## src/sfhc_pkg.sv

```systemverilog
package sfhc_pkg;
  // byte addresses of the register words (compared with the byte address, low two bits cleared)
  localparam int unsigned ADDR_W = 32;
  localparam logic [31:0] OFS_HANDLER_PRIORITY_THREE = 32'hE000ED20;
  localparam logic [31:0] OFS_HANDLER_CONTROL_STATE  = 32'hE000ED24;
  localparam logic [31:0] OFS_PACKED_FAULT_STATUS    = 32'hE000ED28;
  // byte aliases of the packed status word, kept as printed
  localparam logic [31:0] OFS_PROTECTION_FAULT_STATUS = 32'hE000D28;
  localparam logic [31:0] OFS_BUS_ERROR_STATUS        = 32'hE000ED29;
  localparam logic [31:0] OFS_USAGE_ERROR_STATUS      = 32'hE000ED2A;
  // own choice: trap enable configuration word
  localparam logic [31:0] OFS_TRAP_CONFIG            = 32'hE000ED14;

  // priority fields
  localparam int unsigned POS_TICK_PRIORITY          = 24;
  localparam int unsigned POS_PEND_SERVICE_PRIORITY  = 16;
  localparam int unsigned POS_RESERVED13_PRIORITY    = 8;
  localparam int unsigned POS_DEBUG_MONITOR_PRIORITY = 0;

  // handler control and state fields
  localparam int unsigned POS_USAGE_ERROR_ENABLE       = 18;
  localparam int unsigned POS_BUS_ERROR_ENABLE         = 17;
  localparam int unsigned POS_PROTECTION_FAULT_ENABLE  = 16;
  localparam int unsigned POS_SUPERVISOR_CALL_PENDING  = 15;
  localparam int unsigned POS_BUS_ERROR_PENDING        = 14;
  localparam int unsigned POS_PROTECTION_PENDING       = 13;
  localparam int unsigned POS_USAGE_ERROR_PENDING      = 12;
  localparam int unsigned POS_TICK_ACTIVE              = 11;
  localparam int unsigned POS_PEND_SERVICE_ACTIVE      = 10;
  localparam int unsigned POS_DEBUG_MONITOR_ACTIVE     = 8;
  localparam int unsigned POS_SUPERVISOR_CALL_ACTIVE   = 7;
  localparam int unsigned POS_USAGE_ERROR_ACTIVE       = 3;
  localparam int unsigned POS_BUS_ERROR_ACTIVE         = 1;
  localparam int unsigned POS_PROTECTION_ACTIVE        = 0;
  localparam logic [31:0] MASK_HANDLER_CONTROL_STATE   = 32'h0007FD8B;

  // packed fault status layout
  localparam int unsigned POS_PROT_BYTE  = 0;
  localparam int unsigned POS_BUS_BYTE   = 8;
  localparam int unsigned POS_USAGE_HALF = 16;
  localparam int unsigned POS_PROTECTION_ADDR_VALID       = 7;
  localparam int unsigned POS_PROTECTION_STACKING_ERROR   = 4;
  localparam int unsigned POS_PROTECTION_UNSTACKING_ERROR = 3;
  localparam int unsigned POS_DATA_ACCESS_VIOLATION       = 1;
  localparam int unsigned POS_FETCH_ACCESS_VIOLATION      = 0;
  localparam int unsigned POS_BUS_ADDR_VALID              = 7;
  localparam int unsigned POS_BUS_STACKING_ERROR          = 4;
  localparam int unsigned POS_BUS_UNSTACKING_ERROR        = 3;
  localparam int unsigned POS_IMPRECISE_DATA_ERROR        = 2;
  localparam int unsigned POS_PRECISE_DATA_ERROR          = 1;
  localparam int unsigned POS_FETCH_BUS_ERROR             = 0;
  localparam int unsigned POS_ZERO_DIVISOR_ERROR          = 9;
  localparam int unsigned POS_MISALIGNED_ERROR            = 8;
  localparam int unsigned POS_MISSING_COPROCESSOR_ERROR   = 3;
  localparam int unsigned POS_BAD_RETURN_VALUE_ERROR      = 2;
  localparam int unsigned POS_BAD_EXEC_STATE_ERROR        = 1;
  localparam int unsigned POS_UNDEFINED_OPCODE_ERROR      = 0;
  localparam logic [31:0] MASK_PACKED_FAULT_STATUS        = 32'h030F9F9B;

  // trap configuration fields
  localparam int unsigned POS_ZERO_DIVIDE_TRAP_ENABLE = 4;
  localparam int unsigned POS_MISALIGN_TRAP_ENABLE    = 3;
  localparam logic [31:0] MASK_TRAP_CONFIG            = 32'h00000018;

  // reset values
  localparam logic [31:0] RST_HANDLER_PRIORITY_THREE = 32'h00000000;
  localparam logic [31:0] RST_HANDLER_CONTROL_STATE  = 32'h00000000;
  localparam logic [31:0] RST_PACKED_FAULT_STATUS    = 32'h00000000;
  localparam logic [31:0] RST_TRAP_CONFIG            = 32'h00000000;
  localparam logic [31:0] RST_FAULT_ADDR             = 32'h00000000;

  // byte size codes of a bus access
  typedef enum logic [1:0]
  {
    SFHC_SZ_BYTE = 2'b00,
    SFHC_SZ_HALF = 2'b01,
    SFHC_SZ_WORD = 2'b10
  } sfhc_size_e;
endpackage

```

## src/sfhc_top.sv

```systemverilog
// The strobed register port is this design's own decision.
`timescale 1ns/1ps
`default_nettype none
// Behaviour
// (RULE1) priority register three accepts byte, aligned halfword and word accesses
// (RULE2) tick [31:24], pend service [23:16], reserved [15:8], debug monitor [7:0]
// (RULE3) enables: usage [18], bus [17], protection [16], read/write
// (RULE4) pending bits [15:12] read 1 while each exception is pending
// (RULE5) pending set when entry began but a higher priority displaced it
// (RULE6) active bits [11],[10],[8],[7],[3],[1],[0] read 1 while active
// (RULE7) active while current or nested pre-empted exception
// (RULE8) usage [31:16], bus [15:8], protection [7:0], word/half/byte access
// (RULE9) write one clears a status bit, zero leaves it; reads show status
// (RULE10) protection bit 7 set when its fault address is valid
// (RULE11) protection bit 4 stacking, bit 3 unstacking derived fault
// (RULE12) data violation sets protection bit 1 and loads fault address
// (RULE13) fetch violation sets protection bit 0 only when issued
// (RULE14) bus bit 7 set when bus fault address is valid
// (RULE15) bus bit 4 stacking, bit 3 unstacking derived fault
// (RULE16) bus bit 2 imprecise, bit 1 precise with address capture
// (RULE17) bus bit 0 on prefetch error only if issued
// (RULE18) usage bit 9 on zero divisor when divide trap enabled
// (RULE19) usage bit 8 multi-word misaligned always, word/half when trap enabled
// (RULE20) usage bit 3 missing coprocessor, bit 2 bad return value
// (RULE21) usage bit 1 bad execution state, bit 0 undefined opcode
// (RULE22) usage status bits accumulate without clearing others
// (RULE23) divide trap enable config bit 4, misalign trap enable bit 3
// (RULE24) reserved bits read zero and ignore writes; the priority reserved byte [15:8] is stored and read back
module sfhc_top
  import sfhc_pkg::*;
(
  input  wire logic                   clk,
  input  wire logic                   srst,
  // register port
  input  wire logic [31:0]            reg_addr,
  input  wire logic [31:0]            reg_wdata,
  input  wire sfhc_pkg::sfhc_size_e   reg_size,
  input  wire logic                   reg_wr,
  input  wire logic                   reg_rd,
  output logic [31:0]                 reg_rdata,
  output logic                        reg_err,
  // exception state from the core, levels
  input  wire logic                   supervisor_call_pending_in,
  input  wire logic                   bus_error_pending_in,
  input  wire logic                   protection_pending_in,
  input  wire logic                   usage_error_pending_in,
  input  wire logic [6:0]             active_in,
  // fault events from the core, one-cycle pulses
  input  wire logic                   protection_stacking_error,
  input  wire logic                   protection_unstacking_error,
  input  wire logic                   data_access_violation,
  input  wire logic [31:0]            data_fault_addr,
  input  wire logic                   fetch_access_violation,
  input  wire logic                   fetch_issued,
  input  wire logic                   bus_stacking_error,
  input  wire logic                   bus_unstacking_error,
  input  wire logic                   imprecise_data_error,
  input  wire logic                   precise_data_error,
  input  wire logic [31:0]            bus_fault_addr_in,
  input  wire logic                   fetch_bus_error,
  input  wire logic                   divide_by_zero,
  input  wire logic                   multiword_misaligned,
  input  wire logic                   wordhalf_misaligned,
  input  wire logic                   missing_coprocessor_error,
  input  wire logic                   bad_return_value_error,
  input  wire logic                   bad_exec_state_error,
  input  wire logic                   undefined_opcode_error,
  // state shown to the core
  output logic [7:0]                  tick_priority,
  output logic [7:0]                  pend_service_priority,
  output logic [7:0]                  debug_monitor_priority,
  output logic                        usage_error_enable,
  output logic                        bus_error_enable,
  output logic                        protection_fault_enable,
  output logic                        zero_divide_trap_enable,
  output logic                        misalign_trap_enable,
  output logic [31:0]                 protection_fault_addr,
  output logic [31:0]                 bus_fault_addr
);
  import sfhc_pkg::*;

  logic [31:0] priority_ff;
  logic [31:0] control_ff;
  logic [31:0] fault_status_ff;
  logic [31:0] trap_config_ff;
  logic [31:0] prot_addr_ff;
  logic [31:0] bus_addr_ff;
  logic [31:0] reg_rdata_ff;
  logic        reg_err_ff;
  logic [31:0] nxt_fault_status;
  logic [31:0] fault_set;
  logic [31:0] fault_clr;
  logic [31:0] hw_state;

  // byte lane mask for an access, shifted by its byte offset
  function automatic logic [3:0] lane_mask(input sfhc_size_e sz, input logic [1:0] ofs);
    logic [3:0] base;
    base = 4'h1;
    case (sz)
      SFHC_SZ_BYTE: base = 4'h1;
      SFHC_SZ_HALF: base = 4'h3;
      SFHC_SZ_WORD: base = 4'hF;
      default:      base = 4'h0;
    endcase
    lane_mask = 4'((base << ofs));
  endfunction

  // access legal only when naturally aligned
  function automatic logic aligned(input sfhc_size_e sz, input logic [1:0] ofs);
    case (sz)
      SFHC_SZ_BYTE: aligned = 1'b1;
      SFHC_SZ_HALF: aligned = ~ofs[0];
      SFHC_SZ_WORD: aligned = (ofs == 2'b00);
      default:      aligned = 1'b0;
    endcase
  endfunction

  // expand lane mask to a bit mask
  function automatic logic [31:0] bit_mask(input logic [3:0] lanes);
    bit_mask = {{8{lanes[3]}}, {8{lanes[2]}}, {8{lanes[1]}}, {8{lanes[0]}}};
  endfunction

  logic [31:0] word_addr;
  logic        acc_ok;
  logic [31:0] wmask;
  logic [31:0] wdata_lane;
  logic        hit_pri;
  logic        hit_ctl;
  logic        hit_fsr;
  logic        hit_cfg;

  // decode; the lone protection byte alias maps onto the packed word
  always_comb
  begin
    word_addr = {reg_addr[31:2], 2'b00};
    acc_ok    = aligned(reg_size, reg_addr[1:0]); // [RULE1] [RULE8]
    wmask     = bit_mask(lane_mask(reg_size, reg_addr[1:0]));
    wdata_lane = 32'((reg_wdata << {reg_addr[1:0], 3'b000}));
    hit_pri   = (word_addr == OFS_HANDLER_PRIORITY_THREE);
    hit_ctl   = (word_addr == OFS_HANDLER_CONTROL_STATE);
    hit_fsr   = (word_addr == OFS_PACKED_FAULT_STATUS)
              | (reg_addr == OFS_PROTECTION_FAULT_STATUS); // [RULE8]
    hit_cfg   = (word_addr == OFS_TRAP_CONFIG);
  end

  // priority register three, all four bytes stored
  always_ff @(posedge clk)
  begin
    if (srst)
      priority_ff <= RST_HANDLER_PRIORITY_THREE;
    else if (reg_wr && hit_pri && acc_ok)
      priority_ff <= (priority_ff & ~wmask) | (wdata_lane & wmask); // [RULE1] [RULE2]
  end

  // enables only; pending and active come from the core
  always_ff @(posedge clk)
  begin
    if (srst)
      control_ff <= RST_HANDLER_CONTROL_STATE;
    else if (reg_wr && hit_ctl && acc_ok)
      control_ff <= (control_ff & ~wmask) | (wdata_lane & wmask & 32'h00070000); // [RULE3]
  end

  // trap configuration bits
  always_ff @(posedge clk)
  begin
    if (srst)
      trap_config_ff <= RST_TRAP_CONFIG;
    else if (reg_wr && hit_cfg && acc_ok)
      trap_config_ff <= (trap_config_ff & ~wmask)
                      | (wdata_lane & wmask & MASK_TRAP_CONFIG); // [RULE23] [RULE24]
  end

  // live handler state as it reads
  always_comb
  begin
    hw_state = 32'h00000000;
    hw_state[POS_SUPERVISOR_CALL_PENDING] = supervisor_call_pending_in; // [RULE4] [RULE5]
    hw_state[POS_BUS_ERROR_PENDING]       = bus_error_pending_in;
    hw_state[POS_PROTECTION_PENDING]      = protection_pending_in;
    hw_state[POS_USAGE_ERROR_PENDING]     = usage_error_pending_in;
    hw_state[POS_TICK_ACTIVE]             = active_in[6]; // [RULE6] [RULE7]
    hw_state[POS_PEND_SERVICE_ACTIVE]     = active_in[5];
    hw_state[POS_DEBUG_MONITOR_ACTIVE]    = active_in[4];
    hw_state[POS_SUPERVISOR_CALL_ACTIVE]  = active_in[3];
    hw_state[POS_USAGE_ERROR_ACTIVE]      = active_in[2];
    hw_state[POS_BUS_ERROR_ACTIVE]        = active_in[1];
    hw_state[POS_PROTECTION_ACTIVE]       = active_in[0];
  end

  // fault events into set bits of the packed word
  always_comb
  begin
    fault_set = 32'h00000000;
    fault_set[POS_PROT_BYTE + POS_PROTECTION_ADDR_VALID]       = data_access_violation; // [RULE10]
    fault_set[POS_PROT_BYTE + POS_PROTECTION_STACKING_ERROR]   = protection_stacking_error; // [RULE11]
    fault_set[POS_PROT_BYTE + POS_PROTECTION_UNSTACKING_ERROR] = protection_unstacking_error;
    fault_set[POS_PROT_BYTE + POS_DATA_ACCESS_VIOLATION]       = data_access_violation; // [RULE12]
    fault_set[POS_PROT_BYTE + POS_FETCH_ACCESS_VIOLATION]      =
      fetch_access_violation & fetch_issued; // [RULE13]
    fault_set[POS_BUS_BYTE + POS_BUS_ADDR_VALID]       = precise_data_error; // [RULE14]
    fault_set[POS_BUS_BYTE + POS_BUS_STACKING_ERROR]   = bus_stacking_error; // [RULE15]
    fault_set[POS_BUS_BYTE + POS_BUS_UNSTACKING_ERROR] = bus_unstacking_error;
    fault_set[POS_BUS_BYTE + POS_IMPRECISE_DATA_ERROR] = imprecise_data_error; // [RULE16]
    fault_set[POS_BUS_BYTE + POS_PRECISE_DATA_ERROR]   = precise_data_error;
    fault_set[POS_BUS_BYTE + POS_FETCH_BUS_ERROR]      = fetch_bus_error & fetch_issued; // [RULE17]
    fault_set[POS_USAGE_HALF + POS_ZERO_DIVISOR_ERROR] =
      divide_by_zero & trap_config_ff[POS_ZERO_DIVIDE_TRAP_ENABLE]; // [RULE18] [RULE23]
    fault_set[POS_USAGE_HALF + POS_MISALIGNED_ERROR]   = multiword_misaligned
      | (wordhalf_misaligned & trap_config_ff[POS_MISALIGN_TRAP_ENABLE]); // [RULE19]
    fault_set[POS_USAGE_HALF + POS_MISSING_COPROCESSOR_ERROR] = missing_coprocessor_error; // [RULE20]
    fault_set[POS_USAGE_HALF + POS_BAD_RETURN_VALUE_ERROR]    = bad_return_value_error;
    fault_set[POS_USAGE_HALF + POS_BAD_EXEC_STATE_ERROR]      = bad_exec_state_error; // [RULE21]
    fault_set[POS_USAGE_HALF + POS_UNDEFINED_OPCODE_ERROR]    = undefined_opcode_error;
  end

  // write one to clear; a same-cycle event wins over the clear
  always_comb
  begin
    fault_clr = 32'h00000000;
    if (reg_wr && hit_fsr && acc_ok)
      fault_clr = wdata_lane & wmask & MASK_PACKED_FAULT_STATUS; // [RULE9]
    nxt_fault_status = ((fault_status_ff & ~fault_clr) | fault_set)
                     & MASK_PACKED_FAULT_STATUS; // [RULE22] [RULE24]
  end

  always_ff @(posedge clk)
  begin
    if (srst)
      fault_status_ff <= RST_PACKED_FAULT_STATUS;
    else
      fault_status_ff <= nxt_fault_status;
  end

  // fault address capture
  always_ff @(posedge clk)
  begin
    if (srst)
      prot_addr_ff <= RST_FAULT_ADDR;
    else if (data_access_violation)
      prot_addr_ff <= data_fault_addr; // [RULE12]
  end

  always_ff @(posedge clk)
  begin
    if (srst)
      bus_addr_ff <= RST_FAULT_ADDR;
    else if (precise_data_error)
      bus_addr_ff <= bus_fault_addr_in; // [RULE16]
  end

  // read data one cycle after the strobe, shifted to the low lanes
  always_ff @(posedge clk)
  begin
    if (srst)
    begin
      reg_rdata_ff <= 32'h00000000;
      reg_err_ff   <= 1'b0;
    end
    else
    begin
      reg_rdata_ff <= 32'h00000000;
      reg_err_ff   <= 1'b0;
      if (reg_rd || reg_wr)
        reg_err_ff <= ~acc_ok | ~(hit_pri | hit_ctl | hit_fsr | hit_cfg);
      if (reg_rd && acc_ok)
      begin
        if (hit_pri)
          reg_rdata_ff <= 32'(((priority_ff & wmask) >> {reg_addr[1:0], 3'b000}));
        else if (hit_ctl)
          reg_rdata_ff <= 32'((((control_ff | hw_state) & MASK_HANDLER_CONTROL_STATE & wmask)
                          >> {reg_addr[1:0], 3'b000})); // [RULE4] [RULE6] [RULE24]
        else if (hit_fsr)
          reg_rdata_ff <= 32'(((fault_status_ff & wmask) >> {reg_addr[1:0], 3'b000})); // [RULE9]
        else if (hit_cfg)
          reg_rdata_ff <= 32'(((trap_config_ff & wmask) >> {reg_addr[1:0], 3'b000}));
      end
    end
  end

  // outputs straight from flip-flops
  assign reg_rdata               = reg_rdata_ff;
  assign reg_err                 = reg_err_ff;
  assign tick_priority           = priority_ff[POS_TICK_PRIORITY +: 8]; // [RULE2]
  assign pend_service_priority   = priority_ff[POS_PEND_SERVICE_PRIORITY +: 8];
  assign debug_monitor_priority  = priority_ff[POS_DEBUG_MONITOR_PRIORITY +: 8];
  assign usage_error_enable      = control_ff[POS_USAGE_ERROR_ENABLE];
  assign bus_error_enable        = control_ff[POS_BUS_ERROR_ENABLE];
  assign protection_fault_enable = control_ff[POS_PROTECTION_FAULT_ENABLE];
  assign zero_divide_trap_enable = trap_config_ff[POS_ZERO_DIVIDE_TRAP_ENABLE];
  assign misalign_trap_enable    = trap_config_ff[POS_MISALIGN_TRAP_ENABLE];
  assign protection_fault_addr   = prot_addr_ff;
  assign bus_fault_addr          = bus_addr_ff;
endmodule
`default_nettype wire

```

## config.mk

```make
export PLATFORM = sky130hd
export DESIGN_NAME = sfhc_top
export DESIGN_NICKNAME = d
export VERILOG_FILES = /design/src/sfhc_pkg.sv /design/src/sfhc_top.sv
export SDC_FILE = /design/constraint.sdc
export NUM_CORES = 1
export LEC_CHECK = 0
export BUFFER_PORTS_ARGS = -buffer_cell sky130_fd_sc_hd__buf_2
export CAP_MARGIN = 20
export CORE_UTILIZATION = 56
export CTS_CLUSTER_DIAMETER = 30
export CTS_CLUSTER_SIZE = 12
export DETAILED_ROUTE_END_ITERATION = 8
export PLACE_DENSITY_LB_ADDON = 0.12
export RECOVER_POWER = 100
export SETUP_SLACK_MARGIN = 0.4
export SKIP_CTS_REPAIR_TIMING = 1
export SYNTH_ARGS = -nofsm -noshare
export SYNTH_HDL_FRONTEND = slang
export SYNTH_SLANG_ARGS = --single-unit
export TNS_END_PERCENT = 50
```

## constraint.sdc

```tcl
create_clock -name clk -period 3.9 [get_ports clk]
set_input_delay 0.585 -clock clk [delete_from_list [all_inputs] [get_ports clk]]
set_output_delay 0.585 -clock clk [all_outputs]
set_load 0.01 [all_outputs]
```

==> results of run 1 <==
## area by class of cell
cell class | count | area, µm²
repair buffers | 308 | 1420
well taps | 216 | 270
clock buffers | 18 | 429
fillers | 1401 | 4960
clock inverters | 14 | 190
multi-input cells | 735 | 4800
flip-flops and latches | 192 | 3840
inverters | 8 | 30.0
## placed cells by master, fill, tap and decap left out, drive strengths merged, types with 4 or more instances in the layout
cell type,netlist,routed
a31oi,6,6
a211oi,17,17
a21oi,53,53
o32a,4,4
or2,5,5
clkbuf,43,152
dfxtp,192,192
a221oi,5,5
nand2b,5,5
o21ai,46,46
mux2,9,9
nand3b,6,6
nand3,20,20
nand2,59,59
inv,8,16
buf,49,174
or3,8,8
nor3,19,19
nor3b,4,4
nor4,11,11
a22oi,16,16
clkinv,0,4
nor2,168,168
nor2b,17,17
ha,5,5
o22ai,9,9
mux2i,154,154
and2,43,43
## worst max-delay path by stage
stage,slack [ps],endpoint
global route,600,trap_config_ff[29]
finish,630,reg_rdata[19]
floorplan,1410,fault_status_ff[15]
CTS,1340,reg_rdata[19]
detailed placement,890,reg_rdata[19]
global placement,930,reg_rdata[19]
## synth_stat cells, types with 18 or more instances
master and n:
a21oi_1 53, and2_1 43, buf_2 18, buf_4 24, clkbuf_1 43, dfxtp_1 192, mux2i_1 154, nand2_1 58
nand3_1 20, nor2_1 167, o21ai_0 46
## cell families after synthesis
group           after synthesis  share of synthesized area [%]
simple gates                380                           20.8
flops                       192                           41.8
compound gates              187                           13.2
mux                         163                           17.9
buf+inv                     100                           5.63
fa+ha+maj                     5                          0.680
## power groups by stage
stage                     Clock, µW  Combinational [µW]  Sequential (µW)
after detailed placement          0                 473             2080
after global placement            0                 467             2080
final                          1840                 470             2040
after CTS                      1850                 474             2040
after floorplan                   0                 249             2100
after global routing           1920                 507             2050
## per-stage QoR
| step | instances | area (µm²) | setup slack [ps] |
|---|---|---|---|
| 3_5_place_dp | 1459 | 10600 | 894 |
| 6_report | 1491 | 11000 | 627 |
| 4_1_cts | 1491 | 11200 | 1340 |
| 5_1_grt | 1491 | 11000 | 595 |
| 3_3_place_gp | 1459 | 10600 | 930 |
| 2_1_floorplan | 1027 | 9200 | 1410 |
## worst register-to-register path: stages, from the launching register on
cell and delay [ps]:
dfxtp_1 450, mux2i_1 140, o21ai_0 410, a31oi_1 180, nor3_1 240
## layer usage
| metal | GRT usage, % | wire length [µm] | vias to the layer above |
|---|---|---|---|
| met5 | 0 | 0 | - |
| met1 | 41.2 | 11400 | 3947 |
| li1 | - | - | 4083 |
| met4 | 18.1 | 1340 | 0 |
| met3 | 9.51 | 2580 | 98 |
| met2 | 56.9 | 14000 | 511 |
==> flow_summary.yaml, run 1 <==
place:
  gp_congestion: 0.969
  numPortBuffers: 287
  hpwl_um: 21700
synth:
  synth-async-reset-ratio_pct: 0
  ys_seq_area_share_pct: 41.8
  yosysTopAreaCell: "dfxtp_1"
  synth_area_um2: 9200
  synth_area_leaders: "dfxtp_1 42%, mux2i_1 17%, nor2_1 6.8%"
  yosysTopAreaCellShare_pct: 41.8
  yosys_warnings: 0
  synth-main-ff-cell: "dfxtp_1"
  synth_edf_count: 0
  ys_types: 70
  synth-seq-cells: 192
  synth_nets: 1194
  synth_cells: 1027
  avgSynthCellArea_um2: 8.95
pwr:
  power_frac_seq_pct: 46.9
  pwr-share-clk_pct: 42.3
  comb_power_share_pct: 10.8
  p_int_uw: 3180
  switching_share_pct: 26.8
  switchingPower_uw: 1170
  total_power_uw: 4350
  max-vdd-ir-drop_mv: 0.343
  pwr_density_cell_nw_per_um2: 396
  p_leak_uw: 0.00457
sta:
  fin_hold_ws_ps: 359
  slew_headroom_pct: -58.2
  period_share_pct: 83.9
  setup_violations: 0
  fmax_mhz: 306
  clock-skew-final_ps: 12.2
  hold_viol: 0
  period_minus_slack_ps: 3270
  worstMarginPinSlew_ps: 2370
  slew_viol_final: 123
  finalSetupTns_ps: 0
  rsz0062_at_grt: "no"
global_route:
  grt_start_max_net_pins: 88
  grtUsageTotal_pct: 34.6
  gr-total-overflow: 0
  grt_pass1_wl_um: 44200
  antenna_found_initial: 0
  grt_pass1_vias: 8138
drt:
  wl_per_cell_um: 19.7
  drt_iter0_markers: 874
  drt_pass1_iterations: 8
  drcViolationCount: 1
  vias: 8639
  totalWireLength_um: 29300
  final_antenna_net_count: 0
  viasPerCell: 5.79
worst_hold_path:
  min_to: "fault_status_ff[4]"
  hp-class: "in2reg"
  holdCritStartpoint: "protection_stacking_error"
  worstHoldPathCells: 3
clock_tree:
  htreeDepth: 4
  cts-buffers-inserted: 17
  clk_pin_slew_ps: 70
  clkSinkCount: 192
  cts-root-buf: "clkbuf_16"
  clock_latency_ps: 440
  cts_tree: "built"
  clockBufferDepth: 2
floorplan:
  start_util_pct: 57.7
  dieWidth_um: 130
  die_h_um: 130
  std_cell_rows: 46
  core_region_area_um2: 15900
  ios: 288
  die_area_um2: 16900
critical_path:
  end_kind: "flip-flop"
  critPathLaunch: "reg_addr[0]"
  cpMaxStageDelayCell: "or4b_2"
  r2r_end: "reg_rdata[14]"
  crit_cells: 7
  crit_fanout: 39
  reg2regPathDepth: 4
  slowest_delay_ps: 680
  critPathTopFamily: "simple AND/OR/NAND/NOR gates"
  path_cells: "buf_4 > or4b_2 > nor4_1 > o2111ai_1 > nor4_1 > a31oi_1 > nor2_1"
  required_ps: 4270
  critPathKind: "in2reg"
  arrival_ps: 3640
  rrSetupSlack_ps: 2370
  path_buf_inv: 1
  crit_top_cell: "nor4_1"
  critPathLaunchType: "input pin"
final_layout:
  antenna_cells: 0
  post-route-util_pct: 68.9
  syn_to_final_growth_pct: 19.4
  finalNetCount: 1429
  drive_gt1_share_pct: 18.4
run_status:
  violations: "design-rule violations, max-capacitance violations, max-slew violations"
  outcome: "complete, but fails checks"
job:
  cap_violations: 3
Power figures use the tool's default switching activity.
==> run 2: changes to the inputs <==
--- a/config.mk
+++ b/config.mk
@@ -7,7 +7,7 @@
 export LEC_CHECK = 0
 export BUFFER_PORTS_ARGS = -buffer_cell sky130_fd_sc_hd__buf_2
 export CAP_MARGIN = 20
-export CORE_UTILIZATION = 56
+export CORE_UTILIZATION = 52
 export CTS_CLUSTER_DIAMETER = 30
 export CTS_CLUSTER_SIZE = 12
 export DETAILED_ROUTE_END_ITERATION = 8
==> constraint.sdc (replaced) <==
create_clock -name clk -period 3.2 [get_ports clk]
set_input_delay 0.48 -clock clk [delete_from_list [all_inputs] [get_ports clk]]
set_output_delay 0.48 -clock clk [all_outputs]
set_load 0.01 [all_outputs]
==> flow_summary.yaml, run 2 (synthesis results as in run 1) <==
sta:
  finalSetupTns_ps: 0
  finalWorstSetupSlack_ps: 464
  period_minus_slack_ps: 2740
  clock-skew-final_ps: 8.40
  slew_viol_final: 35
  setup_violations: 0
  rsz0062_at_grt: "no"
  slew_headroom_pct: -61.7
  worstMarginPinSlew_ps: 2430
  hold_viol: 0
  fmax_mhz: 366
  period_share_pct: 85.5
clock_tree:
  clockBufferDepth: 2
  cts-buffers-inserted: 17
  cts-root-buf: "clkbuf_16"
  cts_tree: "built"
  clkSinkCount: 192
  htreeDepth: 4
  clk_pin_slew_ps: 70
  clock_latency_ps: 440
final_layout:
  final_cell_mix: "192 x dfxtp_1, 167 x nor2_1, 158 x buf_2"
  seq_area_um2: 3840
  fillCellCount: 1599
  final_cell_area_um2: 11000
  mostFrequentLayoutCell: "dfxtp_1"
  syn_to_final_growth_pct: 19.7
  multi_input_area_um2: 4780
  drive_gt1_share_pct: 18.6
  finalNetCount: 1432
global_route:
  grt_pass1_vias: 8256
  antenna_found_initial: 1
  gr-total-overflow: 0
  grt_start_max_net_pins: 84
  grt_pass1_wl_um: 44600
  grtUsageTotal_pct: 32.0
worst_hold_path:
  hp-class: "in2reg"
drt:
  drcViolationCount: 0
  wl_per_cell_um: 19.3
  drt_iter0_markers: 916
  drt_pass1_iterations: 7
  totalWireLength_um: 29000
  viasPerCell: 5.70
  vias: 8579
  final_antenna_net_count: 0
job:
  cap_violations: 1
critical_path:
  path_buf_inv: 3
  slowest_delay_ps: 900
  critPathKind: "in2reg"
  path_cells: "buf_4 > clkbuf_4 > o21ai_0 > o21ai_0 > nor2_1 > a21oi_1 > clkbuf_1 > and2_0"
  crit_fanout: 83
  crit_top_cell: "o21ai_0"
  required_ps: 3580
  critPathLaunchType: "input pin"
  cpMaxStageDelayCell: "clkbuf_4"
  end_kind: "flip-flop"
  arrival_ps: 3110
  critPathTopFamily: "buffers and inverters"
pwr:
  pwr_density_cell_nw_per_um2: 478
  p_leak_uw: 0.00458
  max-vdd-ir-drop_mv: 0.405
floorplan:
  die_h_um: 135
  die_area_um2: 18200
  start_util_pct: 53.2
  core_region_area_um2: 17300
  std_cell_rows: 48
  dieWidth_um: 135
  ios: 288
place:
  gp_congestion: 1.04
  hpwl_um: 21400
  place_area_um2: 10600
  pre_cts_ws_ps: 457
  numPortBuffers: 287
run_status:
  outcome: "complete, but fails checks"
  violations: "max-capacitance violations, max-slew violations"
run 2: changes by cell type in the layout (fill, tap and decap cells not counted), moves of 2 or more:
cell    delta
nor3_1     +2
inv_6      +2
and2_1     +2
and2_0     -2
run 2: tightest hold or removal path, stage by stage:
cell	delay, ps
buf_2	80
a21oi_1	30
nor2_1	60
run 2: worst paths after layout:
kind / slack, ps / cells past startpoint / end / start
hold / removal: 250 / 3 / fault_status_ff[3] / protection_unstacking_error
setup reg to reg: 1640 / 4 / reg_rdata[16] / flip-flop
setup / recovery: 460 / 8 / trap_config_ff[20] / reg_addr[0]
hold reg to reg: 460 / 1 / control_ff[13] / control_ff[13]
run 2: area by class of cell:
class                      count  share of cell area, %
antenna                        1                 0.0227
clock buffer                  18                   3.99
multi-input combinational    735                   43.5
sequential                   192                   34.9
timing repair buffer         311                   13.2
clock inverter                14                   1.51
inverter                       8                  0.273
tap                          225                   2.56
run 2: metrics by stage:
stage | util, % | total power, µW | hold WS, ps | cells
after detailed placement | 61.5 | 3120 | 438 | 1471
after floorplan | - | 2860 | 421 | 1027
after global routing | 63.6 | 5440 | 254 | 1504
final | 63.6 | 5260 | 248 | 1504
after global placement | 61.5 | 3110 | 436 | 1471
after CTS | 65.0 | 5300 | 240 | 1503
run 2: power by group:
group / internal, µW / leakage [µW] / switching, µW
Clock: 1140 / 0.000298 / 1050
Sequential: 2450 / 0.00156 / 38.1
Combinational: 236 / 0.00271 / 340
Total: 3830 / 0.00458 / 1430
run 2: metal layers:
metal | up-vias | part of all wire (%) | GRT usage, %
met5 | - | 0 | 0
met3 | 68 | 8.5 | 7.85
met4 | 0 | 3.6 | 14.5
li1 | 4091 | - | -
met2 | 452 | 47 | 51.9
met1 | 3968 | 41 | 40.2
